### src/core/irq_pkg.sv
// constants, register map and types shared by the interrupt latch and priority unit
`default_nettype none
package irq_pkg;
	// ****************************************
	// sources
	// ****************************************
	localparam int         NUM_SRC    = 24;
	localparam logic [4:0] SRC_SWI    = 5'h00;
	localparam logic [4:0] SRC_UNDEF  = 5'h01;
	localparam logic [4:0] SRC_TRAP   = 5'h02;
	localparam logic [4:0] SRC_WDT    = 5'h03;
	localparam logic [4:0] SRC_MASK   = 5'h04;
	localparam logic [4:0] SRC_ADC    = 5'h0F;
	localparam logic [4:0] SRC_SPLIT  = 5'h10;
	localparam int         LATCH_LO   = 2;
	localparam int         MASK_LO    = 4;
	localparam int         BYTE_BITS  = 8;

	// ****************************************
	// vectors
	// ****************************************
	localparam logic [15:0] VEC_RESET   = 16'hFFFE;
	localparam logic [15:0] VEC_SWI     = 16'hFFFC;
	localparam logic [15:0] VEC_TRAP    = 16'hFFFA;
	localparam logic [15:0] VEC_WDT     = 16'hFFF8;
	localparam logic [15:0] VEC_LO_BASE = 16'hFFF6;
	localparam logic [15:0] VEC_HI_BASE = 16'hFFBE;
	localparam logic [15:0] VEC_STEP    = 16'h0002;

	// ****************************************
	// acceptance sequence
	// ****************************************
	localparam logic [2:0] CNT_FIRST    = 3'h0;
	localparam logic [2:0] CNT_LAST     = 3'h7;
	localparam logic [2:0] CNT_PUSH_PCH = 3'h1;
	localparam logic [2:0] CNT_PUSH_PCL = 3'h2;
	localparam logic [2:0] CNT_PUSH_END = 3'h3;
	localparam logic [2:0] CNT_LOAD     = 3'h6;
	localparam logic [2:0] CNT_ONE      = 3'h1;

	// ****************************************
	// register indices and byte addresses
	// ****************************************
	localparam logic [7:0] IDX_LATCH_EXT  = 8'h2E;
	localparam logic [7:0] IDX_LATCH_LOW  = 8'h3C;
	localparam logic [7:0] IDX_LATCH_HIGH = 8'h3D;
	localparam logic [7:0] IDX_EN_EXT     = 8'h2C;
	localparam logic [7:0] IDX_EN_LOW     = 8'h3A;
	localparam logic [7:0] IDX_EN_HIGH    = 8'h3B;
	localparam logic [7:0] IDX_CTRL       = 8'h40;
	localparam logic [7:0] IDX_STAT       = 8'h41;
	localparam logic [9:0] ADR_LATCH_EXT  = {IDX_LATCH_EXT, 2'b00};
	localparam logic [9:0] ADR_LATCH_LOW  = {IDX_LATCH_LOW, 2'b00};
	localparam logic [9:0] ADR_LATCH_HIGH = {IDX_LATCH_HIGH, 2'b00};
	localparam logic [9:0] ADR_EN_EXT     = {IDX_EN_EXT, 2'b00};
	localparam logic [9:0] ADR_EN_LOW     = {IDX_EN_LOW, 2'b00};
	localparam logic [9:0] ADR_EN_HIGH    = {IDX_EN_HIGH, 2'b00};
	localparam logic [9:0] ADR_CTRL       = {IDX_CTRL, 2'b00};
	localparam logic [9:0] ADR_STAT       = {IDX_STAT, 2'b00};

	// ****************************************
	// fields
	// ****************************************
	localparam int         IMF_BIT       = 0;
	localparam int         CTRL_TRAP_SEL = 0;
	localparam int         CTRL_WDT_SEL  = 1;
	localparam int         CTRL_EXT0_EN  = 2;
	localparam logic [2:0] CTRL_RESET    = 3'h3;
	localparam int         STAT_BUSY     = 0;
	localparam int         STAT_HAZARD   = 1;
	localparam int         STAT_IMF      = 2;

	typedef enum logic [0:0] {
		ST_IDLE   = 1'b0,
		ST_ACCEPT = 1'b1
	} accept_state_e;
endpackage
`default_nettype wire

### src/core/irq_priority.sv
// fixed priority resolver: lowest set position wins
`default_nettype none
module irq_priority (
	input  wire logic [23:0] requests,
	output logic             found,
	output logic [4:0]       winner
);
	always_comb begin
		found  = 1'b0;
		winner = 5'h00;
		for (int i = irq_pkg::NUM_SRC - 1; i >= 0; i--) begin
			if (requests[i]) begin
				found  = 1'b1;
				winner = 5'(i);
			end
		end
	end
endmodule // irq_priority
`default_nettype wire

### src/core/irq_status_mux.sv
// read-back multiplexer for the register file
`default_nettype none
module irq_status_mux (
	input  wire logic [9:0]  adr,
	input  wire logic [23:0] pend,
	input  wire logic [23:4] enable,
	input  wire logic        global_irq_enable,
	input  wire logic [2:0]  ctrl,
	input  wire logic [2:0]  stat,
	output logic [7:0]       rdByte
);
	always_comb begin
		case (adr)
			irq_pkg::ADR_LATCH_LOW:  rdByte = pend[7:0];
			irq_pkg::ADR_LATCH_HIGH: rdByte = pend[15:8];
			irq_pkg::ADR_LATCH_EXT:  rdByte = pend[23:16];
			irq_pkg::ADR_EN_LOW:     rdByte = {enable[7:4], 3'h0, global_irq_enable};
			irq_pkg::ADR_EN_HIGH:    rdByte = enable[15:8];
			irq_pkg::ADR_EN_EXT:     rdByte = enable[23:16];
			irq_pkg::ADR_CTRL:       rdByte = {5'h00, ctrl};
			irq_pkg::ADR_STAT:       rdByte = {5'h00, stat};
			default:                 rdByte = 8'h00;
		endcase
	end
endmodule // irq_status_mux
`default_nettype wire

### src/core/interrupt_latch_priority_unit.sv
// interrupt latches, enables, priority selection and acceptance sequencer
//
// Register access over Wishbone is this design's own decision.
`default_nettype none
module interrupt_latch_priority_unit (
	input  wire logic        clk,
	input  wire logic        nrst,
	// wishbone slave
	input  wire logic [9:0]  adr_i,
	input  wire logic [31:0] dat_i,
	input  wire logic        we_i,
	input  wire logic [3:0]  sel_i,
	input  wire logic        stb_i,
	input  wire logic        cyc_i,
	output logic [31:0]      dat_o,
	output logic             ack_o,
	// peripheral request events
	input  wire logic [23:2] requestEvent,
	// cpu core
	input  wire logic        instrBoundary,
	input  wire logic        softwareTrap,
	input  wire logic        undefinedOpcodeTrap,
	input  wire logic [15:0] programCounter,
	input  wire logic [7:0]  statusWord,
	input  wire logic        returnStrobe,
	input  wire logic        restoredImf,
	output logic             irqRequest,
	output logic             acceptBusy,
	output logic             stackPush,
	output logic [7:0]       stackData,
	output logic             vectorLoad,
	output logic [15:0]      vectorAddr,
	output logic             resetRequest
);
	// ****************************************
	// state
	// ****************************************
	logic [23:0]                   pend;
	logic [23:4]                   enable;
	logic                          global_irq_enable;
	logic [2:0]                    ctrl;
	logic                          hazard;
	irq_pkg::accept_state_e        state;
	logic [2:0]                    cnt;
	logic [15:0]                   pcHold;
	logic [7:0]                    pswHold;
	logic [15:0]                   vecHold;

	logic [23:0] reqVec;
	logic        found;
	logic [4:0]  winIdx;
	logic        startAccept;
	logic [23:0] acceptClr;
	logic [23:0] setEv;
	logic        busTake;
	logic        busWrite;
	logic [2:0]  latchWr;
	logic [7:0]  rdByte;

	// ****************************************
	// bus decode
	// ****************************************
	assign busTake  = cyc_i & stb_i & ~ack_o;
	assign busWrite = busTake & we_i & sel_i[0];
	assign latchWr  = {busWrite & (adr_i == irq_pkg::ADR_LATCH_EXT),
	                   busWrite & (adr_i == irq_pkg::ADR_LATCH_HIGH),
	                   busWrite & (adr_i == irq_pkg::ADR_LATCH_LOW)};

	// ****************************************
	// request vector and priority
	// ****************************************
	// the two instruction traps carry no latch, they are live levels from the core
	assign reqVec[irq_pkg::SRC_SWI]   = softwareTrap;
	assign reqVec[irq_pkg::SRC_UNDEF] = undefinedOpcodeTrap;
	assign reqVec[irq_pkg::SRC_TRAP]  = pend[irq_pkg::SRC_TRAP];
	assign reqVec[irq_pkg::SRC_WDT]   = pend[irq_pkg::SRC_WDT];

	generate
		for (genvar m = irq_pkg::MASK_LO; m < irq_pkg::NUM_SRC; m++) begin : g_mask
			if (m == irq_pkg::MASK_LO) begin : g_ext0
				assign reqVec[m] = pend[m] & enable[m] & global_irq_enable & ctrl[irq_pkg::CTRL_EXT0_EN];
			end else begin : g_plain
				assign reqVec[m] = pend[m] & enable[m] & global_irq_enable;
			end
		end
	endgenerate

	irq_priority u_priority (
		.requests (reqVec),
		.found    (found),
		.winner   (winIdx)
	);

	// only sampled at the boundary so a late request cannot change a running sequence
	assign startAccept = (state == irq_pkg::ST_IDLE) & instrBoundary & found;

	function automatic logic [15:0] vecFor(input logic [4:0] idx);
		if (idx < irq_pkg::SRC_TRAP) begin
			vecFor = irq_pkg::VEC_SWI;
		end else if (idx == irq_pkg::SRC_TRAP) begin
			vecFor = irq_pkg::VEC_TRAP;
		end else if (idx == irq_pkg::SRC_WDT) begin
			vecFor = irq_pkg::VEC_WDT;
		end else if (idx < irq_pkg::SRC_SPLIT) begin
			vecFor = 16'(irq_pkg::VEC_LO_BASE - 16'(16'(idx - irq_pkg::SRC_MASK) * irq_pkg::VEC_STEP));
		end else begin
			vecFor = 16'(irq_pkg::VEC_HI_BASE - 16'(16'(idx - irq_pkg::SRC_SPLIT) * irq_pkg::VEC_STEP));
		end
	endfunction

	// ****************************************
	// pending latches
	// ****************************************
	assign pend[1:0]      = 2'b00;
	assign setEv[1:0]     = 2'b00;
	assign acceptClr[1:0] = 2'b00;

	generate
		for (genvar i = irq_pkg::LATCH_LO; i < irq_pkg::NUM_SRC; i++) begin : g_latch
			localparam int BYTE = i / irq_pkg::BYTE_BITS;
			localparam int BIT  = i % irq_pkg::BYTE_BITS;
			logic swClr;
			if (i == irq_pkg::SRC_TRAP) begin : g_trap
				// with reset selected the event goes out as a reset request instead
				assign setEv[i] = requestEvent[i] & ~ctrl[irq_pkg::CTRL_TRAP_SEL];
			end else if (i == irq_pkg::SRC_WDT) begin : g_wdt
				assign setEv[i] = requestEvent[i] & ~ctrl[irq_pkg::CTRL_WDT_SEL];
			end else begin : g_src
				assign setEv[i] = requestEvent[i];
			end
			assign acceptClr[i] = startAccept & (winIdx == 5'(i));
			assign swClr        = latchWr[BYTE] & ~dat_i[BIT];
			always_ff @(posedge clk) begin
				if (!nrst) begin
					pend[i] <= 1'b0;
				end else if (setEv[i]) begin
					pend[i] <= 1'b1;
				end else if (acceptClr[i] | swClr) begin
					pend[i] <= 1'b0;
				end
			end
		end
	endgenerate

	// ****************************************
	// enables and master enable
	// ****************************************
	always_ff @(posedge clk) begin
		if (!nrst) begin
			enable <= '0;
		end else if (busWrite) begin
			if (adr_i == irq_pkg::ADR_EN_LOW) begin
				enable[7:4] <= dat_i[7:4];
			end
			if (adr_i == irq_pkg::ADR_EN_HIGH) begin
				enable[15:8] <= dat_i[7:0];
			end
			if (adr_i == irq_pkg::ADR_EN_EXT) begin
				enable[23:16] <= dat_i[7:0];
			end
		end
	end

	always_ff @(posedge clk) begin
		if (!nrst) begin
			global_irq_enable <= 1'b0;
		end else if (startAccept) begin
			global_irq_enable <= 1'b0;
		end else if (returnStrobe) begin
			global_irq_enable <= restoredImf;
		end else if (busWrite && adr_i == irq_pkg::ADR_EN_LOW) begin
			global_irq_enable <= dat_i[irq_pkg::IMF_BIT];
		end
	end

	always_ff @(posedge clk) begin
		if (!nrst) begin
			ctrl <= irq_pkg::CTRL_RESET;
		end else if (busWrite && adr_i == irq_pkg::ADR_CTRL) begin
			ctrl <= dat_i[2:0];
		end
	end

	// converter-done racing a lower-priority acceptance; the latch is kept, only flagged
	always_ff @(posedge clk) begin
		if (!nrst) begin
			hazard <= 1'b0;
		end else if (startAccept && winIdx > irq_pkg::SRC_ADC && requestEvent[irq_pkg::SRC_ADC]) begin
			hazard <= 1'b1;
		end else if (busWrite && adr_i == irq_pkg::ADR_STAT && dat_i[irq_pkg::STAT_HAZARD]) begin
			hazard <= 1'b0;
		end
	end

	// ****************************************
	// acceptance sequencer
	// ****************************************
	always_ff @(posedge clk) begin
		if (!nrst) begin
			state <= irq_pkg::ST_IDLE;
			cnt   <= irq_pkg::CNT_FIRST;
		end else begin
			case (state)
				irq_pkg::ST_IDLE: begin
					if (startAccept) begin
						state <= irq_pkg::ST_ACCEPT;
						cnt   <= irq_pkg::CNT_FIRST;
					end
				end
				irq_pkg::ST_ACCEPT: begin
					if (cnt == irq_pkg::CNT_LAST) begin
						state <= irq_pkg::ST_IDLE;
					end else begin
						cnt <= 3'(cnt + irq_pkg::CNT_ONE);
					end
				end
				default: begin
					state <= irq_pkg::ST_IDLE;
				end
			endcase
		end
	end

	always_ff @(posedge clk) begin
		if (!nrst) begin
			pcHold  <= 16'h0000;
			pswHold <= 8'h00;
			vecHold <= irq_pkg::VEC_RESET;
		end else if (startAccept) begin
			pcHold  <= programCounter;
			pswHold <= {statusWord[7:1], global_irq_enable}; // status stacked with the enable in use
			vecHold <= vecFor(winIdx);
		end
	end

	always_ff @(posedge clk) begin
		if (!nrst) begin
			acceptBusy <= 1'b0;
			stackPush  <= 1'b0;
			stackData  <= 8'h00;
			vectorLoad <= 1'b0;
			vectorAddr <= irq_pkg::VEC_RESET;
		end else begin
			acceptBusy <= startAccept | (state == irq_pkg::ST_ACCEPT && cnt != irq_pkg::CNT_LAST);
			stackPush  <= (state == irq_pkg::ST_ACCEPT) && (cnt < irq_pkg::CNT_PUSH_END);
			case (cnt)
				irq_pkg::CNT_FIRST:    stackData <= pswHold;
				irq_pkg::CNT_PUSH_PCH: stackData <= pcHold[15:8];
				irq_pkg::CNT_PUSH_PCL: stackData <= pcHold[7:0];
				default:               stackData <= 8'h00;
			endcase
			vectorLoad <= (state == irq_pkg::ST_ACCEPT) && (cnt == irq_pkg::CNT_LOAD);
			if (state == irq_pkg::ST_ACCEPT && cnt == irq_pkg::CNT_LOAD) begin
				vectorAddr <= vecHold;
			end
		end
	end

	always_ff @(posedge clk) begin
		if (!nrst) begin
			irqRequest   <= 1'b0;
			resetRequest <= 1'b0;
		end else begin
			irqRequest   <= found;
			resetRequest <= (requestEvent[irq_pkg::SRC_TRAP] & ctrl[irq_pkg::CTRL_TRAP_SEL]) |
			                (requestEvent[irq_pkg::SRC_WDT] & ctrl[irq_pkg::CTRL_WDT_SEL]);
		end
	end

	// ****************************************
	// wishbone answer
	// ****************************************
	irq_status_mux u_mux (
		.adr    (adr_i),
		.pend   (pend),
		.enable (enable),
		.global_irq_enable    (global_irq_enable),
		.ctrl   (ctrl),
		.stat   ({global_irq_enable, hazard, acceptBusy}),
		.rdByte (rdByte)
	);

	always_ff @(posedge clk) begin
		if (!nrst) begin
			ack_o <= 1'b0;
			dat_o <= 32'h0000_0000;
		end else begin
			ack_o <= busTake;
			if (busTake && !we_i) begin
				dat_o <= 32'(rdByte);
			end
		end
	end
endmodule // interrupt_latch_priority_unit
`default_nettype wire

### config.mk
export PLATFORM = sky130hd
export DESIGN_NAME = interrupt_latch_priority_unit
export DESIGN_NICKNAME = d
export VERILOG_FILES = /design/src/core/irq_pkg.sv /design/src/core/irq_priority.sv /design/src/core/irq_status_mux.sv /design/src/core/interrupt_latch_priority_unit.sv
export SDC_FILE = /design/constraint.sdc
export NUM_CORES = 1
export LEC_CHECK = 0
export BUFFER_PORTS_ARGS = -buffer_cell sky130_fd_sc_hd__buf_2
export CAP_MARGIN = 5
export CELL_PAD_IN_SITES_DETAIL_PLACEMENT = 0
export CELL_PAD_IN_SITES_GLOBAL_PLACEMENT = 1
export CORE_UTILIZATION = 38
export CTS_CLUSTER_SIZE = 16
export DETAILED_ROUTE_END_ITERATION = 10
export GPL_TIMING_DRIVEN = 0
export HOLD_SLACK_MARGIN = 0.03
export PLACE_DENSITY_LB_ADDON = 0.1
export SYNTH_ARGS = -nofsm -noshare
export SYNTH_HDL_FRONTEND = slang
export SYNTH_SLANG_ARGS = --single-unit
export TNS_END_PERCENT = 50
### constraint.sdc
create_clock -name clk -period 3.1 [get_ports clk]
set_clock_uncertainty 0.2 [all_clocks]
set_input_delay 0.62 -clock clk [delete_from_list [all_inputs] [get_ports clk]]
set_output_delay 0.62 -clock clk [all_outputs]
set_load 0.1 [all_outputs]
==> impl_results.md <==
* Initial detailed-routing violation count at 420
* Detailed Route WL at ~18000 µm
* Die extent in x at ~120 µm
* I/O pin cnt at around 160
* Root Driver: clkbuf_16
* First-pass GRT wire length at 27530 µm
* Slew Limit Fails at 0
* Syn Inst Count at 610
* Share of layout cells above drive strength 1 at between 20% and 30%
* Layout area overhead at 21.75%
* Setup CP Type: reg2reg
* EDFF count, synth at 0
* Pin count of the biggest net entering global routing at 20
* Synth Area in Adders at under 10%
* Crit share post-route at between 90% and 100%
* Crit Path Max Fanout at 10
* Post-synthesis mux area share at about 5.8%
* Worst-margin pin slew at about 1300 ps
* Status: finished clean
* Unrepaired setup endpoints after global routing: no
* Synth Flop Type: dfxtp_1
* Critical path endpoint category: flop
* DRC errors left at 0
* Yosys reg bits at between 100 and 150
* Post-Synth XOR/XNOR Area at 0%
* LEAKAGE at ~0.0027 µW
* Number of diodes at 0
* Crit path DAT at between 2000 and 3000 ps
* H-tree Lvls at 3
* Port Buffer Count at 110
* Worst Path Required at 3110 ps
* Core Box Area at ~13000 µm²
* Post-CTS setup buffers at 0
* CTS resizes at 0
* Via density at around 5.6
* Worst r2r src: global_irq_enable$_SDFFE_PP0P_
* Combinational family with the most area after synthesis: compound AO/OA/AOI/OAI gates
* Ys async rst share at 0%
* CP Launch Type: flop
* Register area share after synthesis at 41.27%
* Clock Sink Count at around 110
* Worst VDD drop at 0.0002409 V
* Normalized max-slew margin at ~15%
* Number of distinct library cells after synthesis at 61
* Router iterations before antenna repair at 5
* CTS Buf Count at 9
* Worst hold path class: reg2reg
* Initial antenna violation count at 0
* Initial Util at 39.46%
* Max Fclk at 342.6 MHz
* Commonest non-fill, non-tap cell in the layout: buf_2
* Pwr Total at about 3200 µW
* CTS tree: yes
* Compound-Gate Fraction of Synth Area at 27.47%
* Most frequent cells in the layout: buf_2 (115), dfxtp_1 (109), nand2_1 (65)
* Hpwl dp at 13660 µm
* Min Hold Slack at 246.3 ps
* Final hold vios at 0
* Worst skew pair latency at roughly 360 ps
* Post-synthesis area per instance at 8.668 µm²
* Die Y at between 100 and 150 µm
* Max-cap violation count at 0
* Top cell type by total area after synthesis: dfxtp_1
* Vias in the first global route at 4867
* Vias at roughly 5200
* Share of the synthesized area in the top cell type at 41.27%
* Synth Warn # at 0
* Placed cells at between 900 and 1000
* Non-Filler Instances at ~940
* Finish-stage setup viols at 0
* Die ar. at approximately 14000 µm²
* Simple-Gate Fraction of Synth Area at between 10% and 20%
* Nets@finish at 862
* Final ANT Viol Nets at 0
* Clk pin slew, worst setup/hold paths at roughly 80 ps
* Row count at between 40 and 50
* GRT Overall Usage at 25.58%
* Clock Path Buffers at 2
* Syn Std Cell Area at 5288 µm²
* Hold Startpoint: dat_o[6]$_SDFFE_PN0P_
* Setup TNS at 0 ps
* Drt wl/cell at around 19 µm
* Post-cts hold buffer count at 0
* Area contributors post-synth: dfxtp_1 (41%), a22o_1 (5.5%), buf_4 (4.8%)
* Total gr overflow at 0
* Pwr dens at 490.2 nW/µm²
* Fin crit period at between 2000 and 3000 ps
* GP Congestion at around 0.91
* Critical Path Source: global_irq_enable$_SDFFE_PP0P_
-- per-layer routing --
metal / share of wire, % / global-route usage (%) / vias to the layer above
met3: 7.7 / 4.563 / 25
met2: 43 / 38.22 / 235
li1: - / - / 2511
met5: 0 / 0 / -
met4: 2.0 / 9.375 / 0
met1: 48 / 36.40 / 2452
-- cell usage after synthesis (all sizes together) (4+ instances only) --
cell and number:
and2 6, o22ai 5, a41oi 6, o31a 8, o21a 14, dfxtp 109, a31oi 21, mux2 11
nor2b 6, nor2 47, a22oi 4, clkbuf 20, a22o 33, inv 9, nor3 12, mux2i 18
ha 5, o21ai 48, nand2 65, a222oi 9, buf 43, nand3 23, nand2b 6, a21oi 31
-- state kept, by name, summed over array words and instances, names as in the netlist, 3 cells and up --
| register | flops |
|---|---|
| pend | 22 |
| enable | 20 |
| pcHold | 16 |
| dat_o | 8 |
| pswHold | 8 |
| stackData | 8 |
| vecHold | 6 |
| vectorAddr | 6 |
| cnt | 3 |
| ctrl | 3 |
-- stage by stage --
| step | instance area [µm²] | utilization [%] | worst slack [ps] |
|---|---|---|---|
| after floorplan | 5378 | - | 649.5 |
| after global placement | 6148 | 45.88 | 93.74 |
| after detailed placement | 6148 | 45.88 | 51.69 |
| after CTS | 6431 | 47.99 | 211.2 |
| after global routing | 6437 | 48.04 | 51.07 |
| final | 6437 | 48.04 | 181.3 |
-- kinds of logic (layout without fill, tap and decap cells) --
kind of cell,count (synthesis),count (layout)
muxes,29,29
DFF,109,109
AOI/OAI and AO/OA,207,207
and+or+nand+nor,187,187
other,1,25
adders and majority gates,5,5
buffers and inverters,72,198
-- area by class of cell --
type / count / area [µm²]
Fill cell: 1379 / 6963
Multi-Input combinational cell: 453 / 2798
Timing Repair Buffer: 110 / 550.5
Buffer: 63 / 370.4
Sequential cell: 109 / 2182
Clock buffer: 9 / 225.2
Tap cell: 176 / 220.2
Inverter: 9 / 33.78
Clock inverter: 7 / 57.56
-- where the power goes --
part | internal, µW | leakage (µW) | switching [µW]
logic | 144 | 0.00170 | 378
registers | 1450 | 0.000891 | 49.7
clock network | 560 | 0.000140 | 570
total | 2160 | 0.00274 | 998
-- critical path: stages, from the launching register on --
cell      delay (ps)
dfxtp_1          330
clkbuf_1         330
buf_2            330
nand3_1          120
a221oi_1         230
o21ai_1          150
a21oi_1          310
clkbuf_1         550
a41oi_1          200
-- path summary, 6_finish.rpt --
path         cells past startpoint  slack (ps)                     to
min reg2reg                      2         250  dat_o[6]$_SDFFE_PN0P_
max reg2reg                      8         180   pend[5]$_SDFFE_PN0P_
max                              8         180   pend[5]$_SDFFE_PN0P_
min                              2         250  dat_o[6]$_SDFFE_PN0P_
No activity file was read; power rests on OpenSTA's default activity.
